<file path="config.mk">
export PLATFORM = sky130hd
export DESIGN_NAME = rsbc_top
export DESIGN_NICKNAME = d
export VERILOG_FILES = /design/src/hw/rsbc_pkg.sv /design/src/hw/rsbc_sync.sv /design/src/hw/rsbc_top.sv
export SDC_FILE = /design/constraint.sdc
export NUM_CORES = 1
export LEC_CHECK = 0
export BUFFER_PORTS_ARGS = -buffer_cell sky130_fd_sc_hd__buf_2
export CAP_MARGIN = 20
export CORE_MARGIN = 3
export CORE_UTILIZATION = 51
export CTS_CLUSTER_DIAMETER = 80
export DETAILED_ROUTE_END_ITERATION = 10
export PLACE_DENSITY_LB_ADDON = 0.2
export SYNTH_ARGS = -nofsm -noshare
export SYNTH_HDL_FRONTEND = slang
export SYNTH_SLANG_ARGS = --single-unit
</file>
<file path="constraint.sdc">
create_clock -name clk_i -period 1.59 [get_ports clk_i]
set_input_delay 0.318 -clock clk_i [delete_from_list [all_inputs] [get_ports clk_i]]
set_output_delay 0.318 -clock clk_i [all_outputs]
set_load 0.005 [all_outputs]
</file>
<file path="src/hw/rsbc_pkg.sv">
// constants and types shared by the reset source and brown-out control block
package rsbc_pkg;

  localparam int CLK_PERIOD_NS          = 20;
  // filter duration for an under-voltage dip, nanoseconds
  localparam int BROWNOUT_FILTER_TIME_NS = 1000;
  // least time, rounded up, never below one cycle
  localparam int BROWNOUT_FILTER_CYCLES_RAW =
    (BROWNOUT_FILTER_TIME_NS + CLK_PERIOD_NS - 1) / CLK_PERIOD_NS;
  localparam int BROWNOUT_FILTER_CYCLES =
    (BROWNOUT_FILTER_CYCLES_RAW < 1) ? 1 : BROWNOUT_FILTER_CYCLES_RAW;
  localparam int FILTER_CNT_W           = 8;
  localparam logic [FILTER_CNT_W-1:0] FILTER_CNT_MAX =
    FILTER_CNT_W'(BROWNOUT_FILTER_CYCLES);

  // core reset stretch after a one-cycle reset event
  localparam int PULSE_CNT_W            = 3;
  localparam logic [PULSE_CNT_W-1:0] RESET_PULSE_CYCLES = 3'h4;

  localparam int SYNC_WIDTH             = 4;

  localparam logic [1:0] MODE_ALWAYS_ON = 2'h3;
  localparam logic [1:0] MODE_SLEEP_OFF = 2'h2;
  localparam logic [1:0] MODE_SOFTWARE  = 2'h1;
  localparam logic [1:0] MODE_OFF       = 2'h0;

  localparam logic [8:0] FLAGS_RESET    = 9'h000;

  typedef enum logic [1:0] {
    ST_RESET,
    ST_WAIT_READY,
    ST_RUN,
    ST_SLEEP
  } rsbc_state_e;

  // reset-cause flags, 1 = that cause was seen; the stack flags set even when no stack reset is enabled
  typedef struct packed {
    logic power_on;
    logic brownout_reset;
    logic reset_instruction_flag;
    logic ext_reset_pin_flag;
    logic watchdog_timeout_flag;
    logic watchdog_window_violation_flag;
    logic stack_underflow_flag;
    logic stack_overflow_flag;
    logic memory_violation_flag;
  } rsbc_flags_s;

  // one-cycle reset events from the core, synchronous to clk_i
  typedef struct packed {
    logic reset_instruction;
    logic watchdog_timeout;
    logic watchdog_window_violation;
    logic memory_violation;
    logic stack_overflow;
    logic stack_underflow;
  } rsbc_events_s;

endpackage : rsbc_pkg

</file>
<file path="src/hw/rsbc_sync.sv">
// two-flop synchroniser for asynchronous levels
`timescale 1ns/1ns
`default_nettype none
module rsbc_sync #(
  parameter int WIDTH = 1
) (
  input  wire logic             clk_i,
  input  wire logic             rst_i,
  input  wire logic [WIDTH-1:0] async_i,
  output logic      [WIDTH-1:0] sync_o
);

  logic [WIDTH-1:0] stage1;

  always_ff @(posedge clk_i or posedge rst_i) begin
    if (rst_i) begin
      stage1 <= '0;
      sync_o <= '0;
    end else begin
      stage1 <= async_i;
      sync_o <= stage1;
    end
  end

endmodule : rsbc_sync
`default_nettype wire

</file>
<file path="src/hw/rsbc_top.sv">
// reset source, brown-out mode and reset-cause flag control
`timescale 1ns/1ns
`default_nettype none
module rsbc_top (
  input  wire logic                  clk_i,
  input  wire logic                  rst_i,
  input  wire logic                  por_active_i,
  input  wire logic                  brownout_ready_i,
  input  wire logic                  brownout_low_i,
  input  wire logic                  external_reset_pin_n_i,
  input  wire logic [1:0]            brownout_mode_select_i,
  input  wire logic                  sw_brownout_enable_i,
  input  wire logic                  stack_reset_enable_i,
  input  wire logic                  sleep_i,
  input  wire rsbc_pkg::rsbc_events_s events_i,
  input  wire logic                  flag_wr_i,
  input  wire rsbc_pkg::rsbc_flags_s flag_wdata_i,
  output logic                       core_reset_o,
  output logic                       exec_enable_o,
  output logic                       brownout_detect_en_o,
  output logic                       brownout_ready_o,
  output var rsbc_pkg::rsbc_flags_s  flags_o
);
  import rsbc_pkg::*;

  logic [SYNC_WIDTH-1:0]   sync_q;
  logic                    s_por;
  logic                    s_ready;
  logic                    s_low;
  logic                    s_ext;
  logic                    detect_active;
  logic                    wait_needed;
  logic                    ready_ok;
  logic [FILTER_CNT_W-1:0] filter_cnt;
  logic                    brownout_trip;
  logic                    pulse_evt;
  logic [PULSE_CNT_W-1:0]  pulse_cnt;
  logic                    hold;
  logic [1:0]              settle;
  rsbc_state_e             state;
  rsbc_state_e             next_state;
  rsbc_flags_s             set_flags;

  rsbc_sync #(
    .WIDTH (SYNC_WIDTH)
  ) u_sync (
    .clk_i   (clk_i),
    .rst_i   (rst_i),
    .async_i ({por_active_i, brownout_ready_i, brownout_low_i, ~external_reset_pin_n_i}),
    .sync_o  (sync_q)
  );

  assign s_por   = sync_q[3];
  assign s_ready = sync_q[2];
  assign s_low   = sync_q[1];
  assign s_ext   = sync_q[0];

  // detector enable per mode
  always_comb begin
    case (brownout_mode_select_i)
      MODE_ALWAYS_ON: detect_active = 1'b1;
      MODE_SLEEP_OFF: detect_active = (state != ST_SLEEP);
      MODE_SOFTWARE:  detect_active = sw_brownout_enable_i;
      default:        detect_active = 1'b0;
    endcase
  end

  // start and wake wait for the detector unless the mode is MODE_OFF or MODE_SOFTWARE with sw_brownout_enable_i low
  always_comb begin
    case (brownout_mode_select_i)
      MODE_ALWAYS_ON: wait_needed = 1'b1;
      MODE_SLEEP_OFF: wait_needed = 1'b1;
      MODE_SOFTWARE:  wait_needed = sw_brownout_enable_i;
      default:        wait_needed = 1'b0;
    endcase
  end

  assign ready_ok = s_ready &&
    (((brownout_mode_select_i == MODE_ALWAYS_ON) ||
      (brownout_mode_select_i == MODE_SLEEP_OFF)) ? !s_low : 1'b1);

  // under-voltage must persist beyond the filter time
  always_ff @(posedge clk_i or posedge rst_i) begin
    if (rst_i) begin
      filter_cnt <= '0;
    end else if (!detect_active || !s_ready || !s_low) begin
      filter_cnt <= '0;
    end else if (filter_cnt != FILTER_CNT_MAX) begin
      filter_cnt <= filter_cnt + 1'b1;
    end
  end

  assign brownout_trip = detect_active && s_ready && s_low &&
                         (filter_cnt == FILTER_CNT_MAX);

  assign pulse_evt = events_i.reset_instruction | events_i.watchdog_timeout |
                     events_i.watchdog_window_violation | events_i.memory_violation |
                     ((events_i.stack_overflow | events_i.stack_underflow) &
                      stack_reset_enable_i);

  // stretch one-cycle events into a short core reset
  always_ff @(posedge clk_i or posedge rst_i) begin
    if (rst_i) begin
      pulse_cnt <= '0;
    end else if (pulse_evt) begin
      pulse_cnt <= RESET_PULSE_CYCLES;
    end else if (pulse_cnt != '0) begin
      pulse_cnt <= pulse_cnt - 1'b1;
    end
  end

  // keep the core held until the synchronisers carry real pin levels
  always_ff @(posedge clk_i or posedge rst_i) begin
    if (rst_i) begin
      settle <= 2'h0;
    end else begin
      settle <= {settle[0], 1'b1};
    end
  end

  assign hold = ~settle[1] | s_por | s_ext | brownout_trip | pulse_evt |
                (pulse_cnt != '0);

  always_comb begin
    next_state = state;
    case (state)
      ST_RESET: begin
        if (!hold) begin
          next_state = (wait_needed && !ready_ok) ? ST_WAIT_READY : ST_RUN;
        end
      end
      ST_WAIT_READY: begin
        if (hold) begin
          next_state = ST_RESET;
        end else if (!wait_needed || ready_ok) begin
          next_state = ST_RUN;
        end
      end
      ST_RUN: begin
        if (hold) begin
          next_state = ST_RESET;
        end else if (sleep_i) begin
          next_state = ST_SLEEP;
        end
      end
      ST_SLEEP: begin
        if (hold) begin
          next_state = ST_RESET;
        end else if (!sleep_i) begin
          next_state = (wait_needed && !ready_ok) ? ST_WAIT_READY : ST_RUN;
        end
      end
      default: next_state = ST_RESET;
    endcase
  end

  always_ff @(posedge clk_i or posedge rst_i) begin
    if (rst_i) begin
      state <= ST_RESET;
    end else begin
      state <= next_state;
    end
  end

  always_ff @(posedge clk_i or posedge rst_i) begin
    if (rst_i) begin
      core_reset_o  <= 1'b1;
      exec_enable_o <= 1'b0;
    end else begin
      core_reset_o  <= hold;
      exec_enable_o <= (next_state == ST_RUN);
    end
  end

  always_ff @(posedge clk_i or posedge rst_i) begin
    if (rst_i) begin
      brownout_detect_en_o <= 1'b0;
      brownout_ready_o     <= 1'b0;
    end else begin
      brownout_detect_en_o <= detect_active;
      brownout_ready_o     <= s_ready;
    end
  end

  always_comb begin
    set_flags                                = rsbc_flags_s'(FLAGS_RESET);
    set_flags.power_on                       = s_por;
    set_flags.brownout_reset                 = brownout_trip;
    set_flags.reset_instruction_flag         = events_i.reset_instruction;
    set_flags.ext_reset_pin_flag             = s_ext;
    set_flags.watchdog_timeout_flag          = events_i.watchdog_timeout;
    set_flags.watchdog_window_violation_flag = events_i.watchdog_window_violation;
    set_flags.stack_underflow_flag           = events_i.stack_underflow;
    set_flags.stack_overflow_flag            = events_i.stack_overflow;
    set_flags.memory_violation_flag          = events_i.memory_violation;
  end

  // hardware only sets; a set in the write cycle wins over the write
  always_ff @(posedge clk_i or posedge rst_i) begin
    if (rst_i) begin
      flags_o <= rsbc_flags_s'(FLAGS_RESET);
    end else begin
      flags_o <= rsbc_flags_s'((flag_wr_i ? flag_wdata_i : flags_o) | set_flags);
    end
  end
endmodule : rsbc_top
`default_nettype wire

</file>
==> metrics.txt <==
antenna-violating nets left 0; die area roughly 3600 sq um; Peak VDD IR 0.8296 mV; Final Max Tran Viols 0; vias ~1100; syn_nets 159; largest stage delay on the critical path 0.47 ns; outcome finished clean; first-pass GRT wire length 4574 um; Post-synth EDFFs 0; Data required, critical path about 1.8 ns; # diodes 0; HPWL Detailed ~2200 um; Die Y 60.17 um; Tightest Pin Transition 0.7163 ns; Post-CTS Setup Bufs 0; commonest cells in the netlist dfrtp_1, nor2b_1, a211o_1, inv_1, nor2_1; Max-cap violations 0; CTS tree built; Top Ports 40; vias in the first global route about 1100; CP max FO 6; dpl cells just under 200; total track usage between 15 and 20%; Crit Path Category flop to flop; largest net degree at the start of global routing 18; post-synthesis compound-gate area fraction roughly 15%; Setup Viol. Count Final 0; CTS Sinks 36; mux cell area share after synthesis around 1.3%; Syn Inst Count around 130; unrepaired setup endpoints after global routing false; metal3 WL approximately 140 um; I/O Buffers 39; #FFs+latches synth 36; CTS buffer count 5; share of cells above drive strength 1 between 30% and 40%; Mapped Area ~1500 sq um; drt total wl between 2000 and 3000 um; final clock skew approximately 0.0086 ns; wire per inst roughly 14 um; Synth warnings 0; HP Class input pin to flop; drt drc 0; Max Used Layer met4; relative slew slack 51.92%; post-synthesis simple-gate area fraction ~15%; Setup WS pre-CTS between 0.1 and 0.15 ns; Final Hold Slack about 0.085 ns; pwr dens between 800 and 900 nW/um^2; prevailing post-synth register cell dfrtp_1; Post-synth ARST share 100.0%; critical-path cell list or3_1 -> nor2_1 -> a211oi_1; Final Hold Violating Endpoints 0; top-count cell post-synth dfrtp_1; largest area contributor in the netlist dfrtp_1; Starting Density 53.80%; drt first pass iters 4; DR vias/cell about 5.5; Peak Freq ~680 MHz; main combinational cell family by area after synthesis simple AND/OR/NAND/NOR gates; setup_tns 0 ns; fin cells between 200 and 250; Area contributors post-synth dfrtp_1, a211o_1, nor2b_1; CTS Buffer Depth 2; Slowest cell on crit path or3_1; die width approximately 60 um; Cell Rows 19; Cell variety after synth 36; Worst setup EP type flop; Met1 Routed Length 1269 um; Worst Path Arrival roughly 1.7 ns; Post-Synth XOR/XNOR Area roughly 1.8%; # nets final 207; Root Driver clkbuf_4; Seq/Total Area, Yosys 60.28%; Synth top area share about three fifths; syn avg cell area around 12 sq um; Area Overhead vs Synth 22.83%; antenna violations before repair 0; WL met2 roughly 1400 um; final worst setup slack 0.1236 ns; Final period util between 90% and 100%; Initial DRC Count 40; total core area 2781 sq um; H-tree levels 2; adder-cell share of the synthesized area 3.344%; Finished Core Util approximately 66%; Leak Pwr between 0.8 and 0.9 nW; Clk pin slew, worst setup/hold paths about 0.1 ns; crit path launch type flop; placer congestion estimate roughly 0.82; total gr overflow 0; Clk Latency, worst-skew pair about 0.33 ns; Final Critical Period ~1.5 ns
## logic make-up after synthesis
logic type      count (synthesis)
buf+inv                        10
fa+ha+maj                       4
flops                          36
mux                             2
xor+xnor                        3
simple gates                   41
compound gates                 31
other cells                     1
## repair_timing
action / 4_1_cts / 5_1_grt
endpoints found under the hold margin: 10 / 0
hold buffers: 1 / 0
gates resized for setup: 0 / 4
endpoints found under the setup margin: 0 / 3
## worst paths after layout
| kind | start | to | slack (ns) | cells past startpoint |
|---|---|---|---|---|
| min in group asynchronous | rst_i | settle[0]$_DFF_PP0_ | 0.52 | 3 |
| worst min-delay path | brownout_ready_i | u_sync.stage1[2]$_DFF_PP0_ | 0.09 | 1 |
| worst min register to register | u_sync.stage1[0]$_DFF_PP0_ | u_sync.sync_o[0]$_DFF_PP0_ | 0.36 | 0 |
| max in group asynchronous | rst_i | core_reset_o$_DFF_PP1_ | 0.48 | 4 |
| worst max-delay path | filter_cnt[3]$_DFFE_PP0N_ | exec_enable_o$_DFF_PP0_ | 0.12 | 3 |
| worst max register to register | filter_cnt[3]$_DFFE_PP0N_ | exec_enable_o$_DFF_PP0_ | 0.12 | 3 |
## power by group
part	internal [W]	leakage, nW	switching (W)
sequential	0.000950	0.433	0.0000179
combinational	0.0000734	0.380	0.0000762
clock	0.000218	0.0326	0.000271
## registers in the layout, summed over array words and instances, names as in the netlist
name,cells
flags_o,9
filter_cnt,8
u_sync.stage1,4
u_sync.sync_o,4
pulse_cnt,3
settle,2
state,2
brownout_detect_en_o,1
brownout_ready_o,1
core_reset_o,1
exec_enable_o,1
## cells in the final DEF (no fill, tap or decap), drive strengths merged, types with 2 or more instances in the layout
cell    count
ha          4
buf        43
nor2b      10
nor3        4
a221oi      2
nand2       4
nand4b      2
o21ai       6
nand2b      2
mux2i       2
a211o       8
inv         7
or3         5
a21oi       5
nor2        6
clkbuf      8
nand3       4
xnor2       2
dfrtp      35
a211oi      3
## worst max-delay path, delay by kind of cell, from the launching register on
kind	cells	cell delay, ns
AOI/OAI and AO/OA	1	0.12
DFF	1	0.43
and+or+nand+nor	2	0.78
## metal layers
layer / vias up / GRT usage [%]
met5: - / 0
met4: 0 / 6.646
met3: 4 / 7.127
met2: 24 / 26.23
met1: 551 / 21.81
li1: 558 / -
## final cells by class
| type | instances | area (sq um) |
|---|---|---|
| inverter | 7 | 26.28 |
| tap | 31 | 38.79 |
| multi-input combinational | 82 | 576.8 |
| fill | 229 | 943.4 |
| sequential | 36 | 902.1 |
| clock buffer | 8 | 58.81 |
| timing repair buffer | 44 | 235.2 |
## per-stage QoR
step | area, sq um | power [W]
floorplan | 1496 | 0.001054
global placement | 1748 | 0.001126
detailed placement | 1748 | 0.001133
CTS | 1817 | 0.001629
global route | 1838 | 0.001693
finish | 1838 | 0.001607
Power figures use the tool's default switching activity.
